`config.mk`:
```
export PLATFORM = sky130hd
export DESIGN_NAME = kbli_top
export DESIGN_NICKNAME = d
export VERILOG_FILES = /design/src/hdl/kbli_pkg.sv /design/src/hdl/kbli_top.sv
export VERILOG_INCLUDE_DIRS = /design/src /design/src/hdl
export SDC_FILE = /design/constraint.sdc
export NUM_CORES = 1
export LEC_CHECK = 0
export BUFFER_PORTS_ARGS = -buffer_cell sky130_fd_sc_hd__buf_2
export CORE_MARGIN = 2
export CORE_UTILIZATION = 50
export CTS_CLUSTER_SIZE = 12
export DETAILED_ROUTE_END_ITERATION = 12
export PLACE_DENSITY = 0.82
export SLEW_MARGIN = 40
export SYNTH_ARGS = -nofsm -noshare
export SYNTH_HDL_FRONTEND = slang
export SYNTH_SLANG_ARGS = --single-unit
```
`constraint.sdc`:
```
create_clock -name CLK_I -period 1.4 [get_ports CLK_I]
set_clock_uncertainty 0.2 [all_clocks]
set_input_delay 0.14 -clock CLK_I [delete_from_list [all_inputs] [get_ports CLK_I]]
set_output_delay 0.14 -clock CLK_I [all_outputs]
set_load 0.005 [all_outputs]
```
`src/hdl/kbli_map.svh`:
```
// constants for the four-input keypad level interrupt port
// assumes an 8-bit special function register space on the core side
// Summary of operation
// - level bit one high, zero low detect
// - matching input level sets its flag
// - status read clears all four flags (here a still-matching input re-sets its flag at once)
// - mask one blocks flag, zero passes it (here a masked flag still sets; the mask gates only the request)
// - four sources share one interrupt request
// - global enable gates combined keypad request
// - wake enable lets interrupt end power-down
// - keypad inputs also end idle mode
// - clockless detection (here clocked; this port only gives the power controller a request); software re-enters power-down
// - status bits six to four read zero
// - control resets to all-low, all-masked
`ifndef KBLI_MAP_SVH
`define KBLI_MAP_SVH

// ==========================================================
// register addresses in special function space
`define KBLI_CTRL_ADDR  8'hA3
`define KBLI_STAT_ADDR  8'hA4

// ==========================================================
// reset values
`define KBLI_CTRL_RESET 8'h0F
`define KBLI_STAT_RESET 8'h00

// ==========================================================
// field positions
`define KBLI_LVL_MSB    7
`define KBLI_LVL_LSB    4
`define KBLI_MSK_MSB    3
`define KBLI_MSK_LSB    0
`define KBLI_PDE_BIT    7
`define KBLI_FLG_MSB    3
`define KBLI_FLG_LSB    0

`endif

```
`src/hdl/kbli_pkg.sv`:
```
// types shared by the keypad level interrupt port
// assumes kbli_map.svh is on the include path
package kbli_pkg;

  typedef logic [3:0] kbli_nib_t;
  typedef logic [7:0] kbli_byte_t;

  // control register layout, level bits high, mask bits low
  typedef struct packed {
    kbli_nib_t level;
    kbli_nib_t mask;
  } kbli_ctrl_s;

  // status register layout; reserved bits kept as a field
  typedef struct packed {
    logic      pde;
    logic [2:0] rsvd;
    kbli_nib_t flag;
  } kbli_stat_s;

  // one register access from the core
  typedef struct packed {
    kbli_byte_t addr;
    kbli_byte_t wdata;
    logic       wr;
    logic       rd;
  } kbli_sfr_s;

endpackage

```
`src/hdl/kbli_top.sv`:
```
// keypad level interrupt port: four level-sensitive inputs, two registers
// assumes the core gives one-cycle read and write strobes on CLK_I
`timescale 1ns/1ps
`include "kbli_map.svh"

module kbli_top
  import kbli_pkg::*;
(
  // clock and reset
  input  wire logic       CLK_I,
  input  wire logic       RST_I,
  // special function register access
  input  wire logic [7:0] SFR_ADDR_I,
  input  wire logic [7:0] SFR_WDATA_I,
  input  wire logic       SFR_WR_I,
  input  wire logic       SFR_RD_I,
  output logic      [7:0] SFR_RDATA_O,
  // global enable from the core interrupt enable register
  input  wire logic       KB_IRQ_GLOBAL_EN_I,
  // keypad pins
  input  wire logic [3:0] KEYPAD_INPUTS_I,
  // interrupt and wake
  output logic            KB_IRQ_O,
  output logic            WAKE_IDLE_O,
  output logic            WAKE_PD_O
);

  // ==========================================================
  // pin synchronisers
  kbli_nib_t pin_s1_reg;
  kbli_nib_t pin_s2_reg;
  kbli_nib_t pin_s1_next;
  kbli_nib_t pin_s2_next;

  always_comb begin
    pin_s1_next = KEYPAD_INPUTS_I;
    pin_s2_next = pin_s1_reg;
  end

  always_ff @(posedge CLK_I) begin
    if (RST_I) begin
      // idle rows sit high on their pull-ups; a low reset value would fake a
      // low-level match on every input just after reset
      pin_s1_reg <= 4'hF;
      pin_s2_reg <= 4'hF;
    end else begin
      pin_s1_reg <= pin_s1_next;
      pin_s2_reg <= pin_s2_next;
    end
  end

  // ==========================================================
  // registers and flags
  kbli_sfr_s  sfr;
  kbli_ctrl_s ctrl_reg;
  kbli_ctrl_s ctrl_next;
  logic       pde_reg;
  logic       pde_next;
  kbli_nib_t  flag_reg;
  kbli_nib_t  flag_next;
  kbli_nib_t  match;
  kbli_stat_s stat_view;
  kbli_byte_t rdata_reg;
  kbli_byte_t rdata_next;
  logic       stat_rd;

  assign sfr = '{addr: SFR_ADDR_I, wdata: SFR_WDATA_I, wr: SFR_WR_I, rd: SFR_RD_I};

  // per-input level compare
  // xnor gives one where the pin equals its selected level
  assign match = ~(pin_s2_reg ^ ctrl_reg.level);

  assign stat_rd = sfr.rd && (sfr.addr == `KBLI_STAT_ADDR);

  always_comb begin
    stat_view      = '0;
    stat_view.pde  = pde_reg;
    stat_view.rsvd = 3'h0;
    stat_view.flag = flag_reg;
  end

  always_comb begin
    ctrl_next  = ctrl_reg;
    pde_next   = pde_reg;
    flag_next  = flag_reg;
    rdata_next = rdata_reg;
    if (sfr.wr && (sfr.addr == `KBLI_CTRL_ADDR)) begin
      ctrl_next = kbli_ctrl_s'(sfr.wdata);
    end
    // flags are not writable; only the wake enable takes a write
    if (sfr.wr && (sfr.addr == `KBLI_STAT_ADDR)) begin
      pde_next = sfr.wdata[`KBLI_PDE_BIT];
    end
    if (sfr.rd) begin
      unique case (sfr.addr)
        `KBLI_CTRL_ADDR: rdata_next = kbli_byte_t'(ctrl_reg);
        `KBLI_STAT_ADDR: rdata_next = kbli_byte_t'(stat_view);
        default:         rdata_next = 8'h00;
      endcase
    end
    if (stat_rd) begin
      flag_next = 4'h0;
    end
    // set after clear, so a held key re-flags at once
    flag_next = flag_next | match;
  end

  always_ff @(posedge CLK_I) begin
    if (RST_I) begin
      ctrl_reg  <= kbli_ctrl_s'(`KBLI_CTRL_RESET);
      pde_reg   <= 1'b0;
      flag_reg  <= 4'h0;
      rdata_reg <= `KBLI_STAT_RESET;
    end else begin
      ctrl_reg  <= ctrl_next;
      pde_reg   <= pde_next;
      flag_reg  <= flag_next;
      rdata_reg <= rdata_next;
    end
  end

  assign SFR_RDATA_O = rdata_reg;

  // ==========================================================
  // interrupt and wake outputs
  // the clock-free wake path of power-down sits in the power controller;
  // this port only offers the clocked request it should gate with
  logic irq_raw;
  logic irq_reg;
  logic irq_next;
  logic widle_reg;
  logic widle_next;
  logic wpd_reg;
  logic wpd_next;

  // any unmasked flag raises one request
  assign irq_raw = |(flag_reg & ~ctrl_reg.mask);

  always_comb begin
    irq_next   = irq_raw && KB_IRQ_GLOBAL_EN_I;
    widle_next = irq_raw && KB_IRQ_GLOBAL_EN_I;
    // spurious wakes are left for software to resolve
    wpd_next   = irq_raw && KB_IRQ_GLOBAL_EN_I && pde_reg;
  end

  always_ff @(posedge CLK_I) begin
    if (RST_I) begin
      irq_reg   <= 1'b0;
      widle_reg <= 1'b0;
      wpd_reg   <= 1'b0;
    end else begin
      irq_reg   <= irq_next;
      widle_reg <= widle_next;
      wpd_reg   <= wpd_next;
    end
  end

  assign KB_IRQ_O    = irq_reg;
  assign WAKE_IDLE_O = widle_reg;
  assign WAKE_PD_O   = wpd_reg;
endmodule

```
==> flow_summary.yaml, run 1 <==
run_status:
  outcome: "finished clean"
worst_setup_path:
  max_stage_delay_ns: 0.60
  required_ns: 1.41
  critPathCaptureType: "register"
  startpoint_type: "input pin"
  crit_start: "SFR_ADDR_I[4]"
  critical-path-top-delay-family: "buffers and inverters"
  crit_buf_inv: 2
  arrival_ns: 1.38
  worstPathCellList: "buf_2, dlygate4sd3_1, o41ai_1, o211ai_1"
  crit-reg2reg-launch: "ctrl_reg[2]"
  cp_slowest_cell: "dlygate4sd3_1"
  cp_max_fo: 7
  criticalPathCategory: "in2reg"
logic_synthesis:
  yosys.area.top_type: "dfxtp_1"
  post_synth.cell_area_avg_um2: 9.72
  ys_seq_area_frac: 0.470
  yosys-top-cells-count: "31 x dfxtp_1, 11 x a21oi_1, 11 x inv_1"
  synth_edf_count: 0
  synth_nets: 161
  synth_top_flop_cell: "dfxtp_1"
  yosys.cell_count.top_type: "dfxtp_1"
  yosysWarningCount: 0
  synth_top_area_frac: 0.470
  synthCells: 136
  async_flop_share: 0
  ys_seq_elements: 31
  synth.area.top_cells: "dfxtp_1 47%, o41ai_1 5.3%, a21oi_1 4.2%, nand2b_1 3.8%, nand4_1 3.8%"
  synth_area_um2: 1320
  ys_types: 32
power_and_ir_drop:
  ir_drop_mv: 0.816
  powerDensity_nw_per_um2: 886
  power_mw: 1.60
  p_leak_nw: 0.750
min_path:
  min-delay-start: "SFR_ADDR_I[4]"
  hold_class: "in2reg"
run:
  max_cap_violations: 0
sta:
  worst_slew_pin_slew_ns: 0.352
  finalCriticalPeriod_ns: 1.37
  period_share: 0.976
  final_hold_viol_count: 0
  finalMaxSlewViolations: 0
  maxSlewHeadroom: 0.765
  setup_viol: 0
  timing.fmax_mhz: 732
  grt_setup_unrepaired: "true"
  fin_tns_setup_ns: 0
  fin_ws_ns: 0.0337
cells_and_area:
  area_delta_synth_final_pct: 36.8
  instances_no_fill: 227
  nFillCells: 183
  drive_gt1_frac: 0.315
  n_antenna_cell: 0
  nNetsFinal: 221
  finish.utilization: 0.723
clocking:
  clk_latency_ns: 0.34
  ctsLongestPathBuffers: 2
  cts_buffers: 5
  cts_tree: "done"
  cts.sink_count: 31
  cts_max_level: 2
  cts_root_buffer: "clkbuf_4"
  clk_pin_slew_worst_paths_ns: 0.10
die:
  die_y_um: 55.4
  die-width_um: 55.4
  die-area_um2: 3070
  std_cell_rows: 18
  initial_core_util: 0.529
  io-pin-count: 36
  core_um2: 2500
grt:
  grt_max_degree: 17
  gr-total-overflow: 0
  globalRouteTotalUtil: 0.229
  antenna_found_initial: 0
  grt_first_pass_wirelength_um: 5450
  grt_pass1_vias: 1291
detailed_routing:
  wire_per_inst_um: 14.7
  drt-initial-drc-count: 48
  ant_nets: 0
  drt_wl_total_um: 3350
  drc: 0
  vias_per_cell: 5.78
  dr.pass1.iters: 4
  vias: 1313
placed_design:
  dpl.hpwl_um: 2270
  io_buffers: 35
  pre_cts_ws_ns: -0.0279
  dp_cells: 197
  gp_congestion: 0.935
## logic make-up after synthesis
kind of cell / after synthesis / share of synthesized area
DFF: 31 / 0.470
AOI/OAI and AO/OA: 38 / 0.202
xor gates and xnor gates: 4 / 0.0265
and+or+nand+nor: 41 / 0.222
muxes: 1 / 0.00758
buffers and inverters: 21 / 0.0729
## final timing paths
| check | to | slack, ns | cells after the start |
|---|---|---|---|
| worst min-delay path | ctrl_reg[6] | 0.006 | 3 |
| worst max-delay path | ctrl_reg[0] | 0.03 | 4 |
| worst max register to register | WAKE_PD_O | 0.23 | 3 |
| worst min register to register | pin_s2_reg[0] | 0.22 | 1 |
## power by group
part | switching (mW) | leakage, nW | internal, mW
logic | 0.0881 | 0.469 | 0.104
clock network | 0.308 | 0.0282 | 0.193
registers | 0.00918 | 0.252 | 0.899
total | 0.406 | 0.750 | 1.20
## layer usage
metal,up-vias,global-route usage,part of all wire,routed length [µm]
li1,622,-,-,-
met1,617,0.222,0.38,1280
met2,56,0.400,0.51,1710
met3,18,0.0773,0.053,178
met4,0,0.164,0.051,172
met5,-,0,0,0
## what timing repair did
action / CTS / global route
setup endpoints to repair: 0 / 7
gates resized for setup: 0 / 3
endpoints found under the hold margin: 23 / 0
buffers inserted: 0 / 0
hold buffers: 22 / 0
## cell usage in the layout (no fill, tap or decap), types with 5 or more instances in the layout
cell type,count
clkbuf_4,6
dfxtp_1,31
a21oi_1,11
buf_2,34
dlygate4sd3_1,22
inv_1,10
buf_4,5
o41ai_1,7
nand2b_1,8
or2_2,8
o32ai_1,5
nand4_1,8
## metrics by stage
stage / instance area (µm²) / hold slack, ns
6_report: 1810 / 0.00606
5_1_grt: 1810 / 0.0174
4_1_cts: 1790 / 0.00345
3_5_place_dp: 1520 / 0.125
3_3_place_gp: 1520 / 0.125
2_1_floorplan: 1320 / 0.0438
## area by class of cell
cell class                 count  area [µm²]  area share
clock inverter                 2        12.5     0.00692
clock buffer                   6        41.3      0.0228
tap                           30        37.5      0.0208
sequential                    31         621       0.343
timing repair buffer          62         435       0.241
multi-input combinational     84         612       0.338
inverter                      12        48.8      0.0270
## tightest hold or removal path: stages
cell	delay, ns
buf_2	0.14
o41ai_1	0.10
a21oi_1	0.13
No activity file was read; power rests on OpenSTA's default activity.
==> run 2: changes to the inputs <==
==> constraint.sdc (replaced) <==
create_clock -name CLK_I -period 1.4 [get_ports CLK_I]
set_clock_uncertainty 0.2 [all_clocks]
set_input_delay 0.14 -clock CLK_I [delete_from_list [all_inputs] [get_ports CLK_I]]
set_output_delay 0.14 -clock CLK_I [all_outputs]
set_load 0.1 [all_outputs]
==> run 2 against run 1 <==
Net effect:
- the flow now finishes with violations (negative setup slack)
- core utilization is 3.8 points higher
- clock power is 46% higher
- sequential cell count did not move
- non-clock buffer count decreased by 4
- worst hold slack gained 0.031 ns
- global-route usage increased by 0.17 points
- sequential power hardly changed
- largest power group unchanged
- final cell count is 1.8% lower
- critical path depth is 3 lower
- register-to-register slack lost 0.05 ns
- maximum frequency decreased by 3.5%
==> flow_summary.yaml, run 2 (same netlist as run 1, synthesis figures left out) <==
detailed_routing:
  drt_wl_total_um: 3470
  drt-initial-drc-count: 53
  ant_nets: 0
  dr.pass1.iters: 4
  drc: 0
  vias_per_cell: 5.87
  wire_per_inst_um: 15.5
  vias: 1310
grt:
  grt_first_pass_wirelength_um: 5440
  gr-total-overflow: 0
  grt_pass1_vias: 1259
  grt_max_degree: 21
  antenna_found_initial: 0
  globalRouteTotalUtil: 0.230
sta:
  final_hold_viol_count: 0
  finalCriticalPeriod_ns: 1.42
  setup_viol: 2
  grt_setup_unrepaired: "true"
  maxSlewHeadroom: 0.679
  fin_hold_ws_ns: 0.0366
  worst_slew_pin_slew_ns: 0.484
  finalMaxSlewViolations: 0
  period_share: 1.01
  fin_ws_ns: -0.0165
  timing.fmax_mhz: 706
run_status:
  violations: "negative setup slack"
  outcome: "complete, but fails checks"
die:
  die-area_um2: 3070
  die-width_um: 55.4
  std_cell_rows: 18
  die_y_um: 55.4
  core_um2: 2500
  io-pin-count: 36
  initial_core_util: 0.529
cells_and_area:
  nFillCells: 184
  drive_gt1_frac: 0.368
  final_cell_mix: "26 x buf_2, 22 x dfxtp_1, 18 x dlygate4sd3_1, 11 x a21oi_1, 11 x inv_1"
  mostFrequentLayoutCell: "buf_2"
  n_antenna_cell: 0
  area_delta_synth_final_pct: 44.0
  nNetsFinal: 217
worst_setup_path:
  arrival_ns: 1.08
  startpoint_type: "register"
  worstPathCellList: "buf_2"
  required_ns: 1.06
  max_stage_delay_ns: 0.41
  criticalPathCategory: "reg2out"
  cp_slowest_cell: "buf_2"
  critPathCaptureType: "primary output"
  cp_max_fo: 2
  critical-path-top-delay-family: "buffers and inverters"
  crit_buf_inv: 1
power_and_ir_drop:
  ir_drop_mv: 0.932
  powerDensity_nw_per_um2: 958
  p_leak_nw: 0.778
placed_design:
  pre_cts_ws_ns: -0.250
  gp_congestion: 0.804
  io_buffers: 35
  dpl.hpwl_um: 2250
run:
  max_cap_violations: 0
clocking:
  clk_pin_slew_worst_paths_ns: 0.09
  clk_latency_ns: 0.34
  ctsLongestPathBuffers: 2
  cts_max_level: 2
  cts_buffers: 5
  cts.sink_count: 31
  cts_root_buffer: "clkbuf_4"
  cts_tree: "done"
min_path:
  hold_class: "in2reg"
-- run 2: per-layer routing --
metal | up-vias | wire length (µm) | GRT usage | part of all wire
met5 | - | 0 | 0 | 0
met4 | 0 | 148 | 0.160 | 0.043
met3 | 20 | 212 | 0.0539 | 0.061
met2 | 68 | 1810 | 0.410 | 0.52
met1 | 611 | 1290 | 0.234 | 0.37
li1 | 611 | - | - | -
-- run 2: final cells by class --
type	count	area (µm²)	share of cell area
timing repair buffer	58	490	0.258
clock inverter	2	35.0	0.0184
sequential	31	632	0.332
inverter	12	45.0	0.0237
clock buffer	6	51.3	0.0270
tap	30	37.5	0.0197
multi-input combinational	84	612	0.321
-- run 2: final timing paths --
check                              startpoint  slack, ns             to  cells after the start
worst max-delay path              WAKE_IDLE_O      -0.02       KB_IRQ_O                      1
worst min-delay path            SFR_ADDR_I[4]       0.04    ctrl_reg[1]                      3
worst max register to register    ctrl_reg[3]       0.18      WAKE_PD_O                      3
worst min register to register  pin_s1_reg[3]       0.22  pin_s2_reg[3]                      1
-- run 2: tightest hold or removal path: stages --
cell and delay, ns:
buf_2 0.20, o41ai_1 0.11, o211ai_1 0.09
-- run 2: power by group --
group	switching [mW]	internal, mW	leakage [nW]
combinational	0.0876	0.0957	0.473
sequential	0.00901	0.899	0.257
clock	0.311	0.422	0.0482
total	0.408	1.42	0.778
-- run 2: through the flow --
stage | total power, mW | area, µm² | util | cells | TNS (ns)
floorplan | 1.00 | 1330 | - | 136 | 0
global placement | 1.06 | 1620 | 0.649 | 197 | -0.109
detailed placement | 1.06 | 1620 | 0.649 | 197 | -0.945
CTS | 1.82 | 1900 | 0.758 | 223 | -0.0503
global route | 1.88 | 1900 | 0.761 | 223 | -0.0943
finish | 1.82 | 1900 | 0.761 | 223 | -0.0323
-- run 2: what timing repair did --
item | CTS | global route
setup endpoints to repair | 5 | 3
resized for setup | 3 | 1
setup buffers | 0 | 0
hold endpoints to repair | 22 | 0
hold buffers | 18 | 0
==> run 3: changes to the inputs <==
--- a/config.mk
+++ b/config.mk
@@ -7,11 +7,11 @@
 export NUM_CORES = 1
 export LEC_CHECK = 0
 export BUFFER_PORTS_ARGS = -buffer_cell sky130_fd_sc_hd__buf_2
-export CORE_MARGIN = 2
 export CORE_UTILIZATION = 50
 export CTS_CLUSTER_SIZE = 12
 export DETAILED_ROUTE_END_ITERATION = 12
 export PLACE_DENSITY = 0.82
+export RECOVER_POWER = 25
 export SLEW_MARGIN = 40
 export SYNTH_ARGS = -nofsm -noshare
 export SYNTH_HDL_FRONTEND = slang
==> run 3 against run 2 <==
Net effect:
- final cell count down 0.90%
- sequential share of layout area up 1.1 points
- the run now ends clean
- maximum frequency up 5.4%
- count of clock-buffer cells in the layout stayed put
- power fell by 12%
==> flow_summary.yaml, run 3 (same netlist as run 1, synthesis figures left out) <==
worst_setup_path:
  required_ns: 1.39
  reg2regPathDepth: 3
  arrival_ns: 1.33
  r2r-end: "WAKE_PD_O"
  critPathCaptureType: "register"
  cp_max_fo: 8
  crit-reg2reg-launch: "ctrl_reg[3]"
  rrSetupSlack_ns: 0.27
  criticalPathCategory: "in2reg"
  cp-endpoint: "ctrl_reg[0]"
  crit_start: "SFR_ADDR_I[3]"
  startpoint_type: "input pin"
detailed_routing:
  drc: 0
  drt-initial-drc-count: 29
  vias_per_cell: 5.75
  ant_nets: 0
  wire_per_inst_um: 15.0
  dr.pass1.iters: 4
  vias: 1270
  drt_wl_total_um: 3310
sta:
  final_hold_viol_count: 0
  fin_hold_ws_ns: 0.0155
  finalMaxSlewViolations: 0
  finalCriticalPeriod_ns: 1.34
  setup_viol: 0
  period_share: 0.960
  timing.fmax_mhz: 744
  grt_setup_unrepaired: "false"
  maxSlewHeadroom: 0.736
  worst_slew_pin_slew_ns: 0.391
run_status:
  outcome: "finished clean"
grt:
  globalRouteTotalUtil: 0.266
  antenna_found_initial: 0
  grt_max_degree: 21
  grt_pass1_vias: 1200
  grt_first_pass_wirelength_um: 5110
  gr-total-overflow: 0
clocking:
  cts.sink_count: 31
  cts_root_buffer: "clkbuf_4"
  postCtsSetupRepairBufs: 0
  clk_pin_slew_worst_paths_ns: 0.09
  cts_buffers: 5
  ctsLongestPathBuffers: 2
  cts_tree: "done"
  clk_latency_ns: 0.32
  cts_max_level: 2
cells_and_area:
  final_cell_mix: "23 x buf_2, 22 x dfxtp_1, 17 x dlygate4sd3_1, 11 x a21oi_1, 11 x inv_1"
  drive_gt1_frac: 0.361
  n_antenna_cell: 0
  mostFrequentLayoutCell: "buf_2"
  finish.utilization: 0.743
  area_delta_synth_final_pct: 39.4
  nNetsFinal: 216
  post-route-cell-area_um2: 1840
die:
  die_y_um: 53.4
  die-area_um2: 2850
  die-width_um: 53.4
  std_cell_rows: 18
  io-pin-count: 36
  core_um2: 2480
  initial_core_util: 0.533
power_and_ir_drop:
  p_leak_nw: 0.750
  seq_power_share: 0.568
  switching_share: 0.234
  power_mw: 1.60
  p_comb_frac: 0.112
  clock_power_share: 0.320
  p_int_mw: 1.22
  powerDensity_nw_per_um2: 867
  ir_drop_mv: 0.695
  switching_power_uw: 373
placed_design:
  gp_congestion: 0.854
  post_dp_cell_area_um2: 1620
  dpl.hpwl_um: 2260
  io_buffers: 35
run:
  max_cap_violations: 0
min_path:
  hold_class: "in2reg"
-- run 3: area by class of cell --
type / count / area [µm²]
flip-flops and latches: 31 / 632
inverters: 12 / 45.0
clock buffers: 6 / 51.3
clock inverters: 1 / 5.00
well taps: 30 / 37.5
fillers: 187 / 636
multi-input cells: 84 / 612
repair buffers: 57 / 459
-- run 3: repair_timing --
item | 4_1_cts | 5_1_grt
hold endpoints to repair | 19 | 0
hold buffers | 17 | 0
endpoints found under the setup margin | 5 | 3
resized for setup | 3 | 3
-- run 3: power groups by stage --
stage	logic (mW)	registers [mW]	clock network (mW)
4_1_cts	0.175	0.907	0.529
6_report	0.179	0.907	0.511
2_1_floorplan	0.0761	0.927	0
5_1_grt	0.194	0.909	0.558
3_5_place_dp	0.138	0.928	0
3_3_place_gp	0.130	0.927	0
-- run 3: per-stage QoR --
| stage | TNS [ns] | cells | worst slack [ns] |
|---|---|---|---|
| floorplan | 0 | 136 | 0.0382 |
| global placement | -0.0749 | 197 | -0.0207 |
| detailed placement | -0.933 | 197 | -0.232 |
| CTS | -0.0450 | 221 | -0.0228 |
| global route | 0 | 221 | 0.00378 |
| finish | 0 | 221 | 0.0556 |
-- run 3: worst min path at each step --
stage	endpoint	from	cells after the start	slack (ns)
2_1_floorplan	pin_s1_reg[0]	KEYPAD_INPUTS_I[0]	1	0.04
3_3_place_gp	pin_s1_reg[1]	KEYPAD_INPUTS_I[1]	2	0.12
3_5_place_dp	pin_s1_reg[1]	KEYPAD_INPUTS_I[1]	2	0.13
4_1_cts	ctrl_reg[3]	SFR_ADDR_I[4]	3	0.009
5_1_grt	SFR_RDATA_O[5]	SFR_RD_I	3	0.04
6_report	SFR_RDATA_O[4]	SFR_RD_I	3	0.02
-- run 3: metal layers --
metal	vias up	track usage	routed length, µm
li1	607	-	-
met1	593	0.263	1280
met2	54	0.465	1710
met3	16	0.0833	191
met4	0	0.184	125
met5	-	0	0
-- run 3: worst max-delay path, stage by stage --
cell	delay, ns
buf_2	0.10
nand4bb_1	0.40
o41ai_1	0.52
o211ai_1	0.17
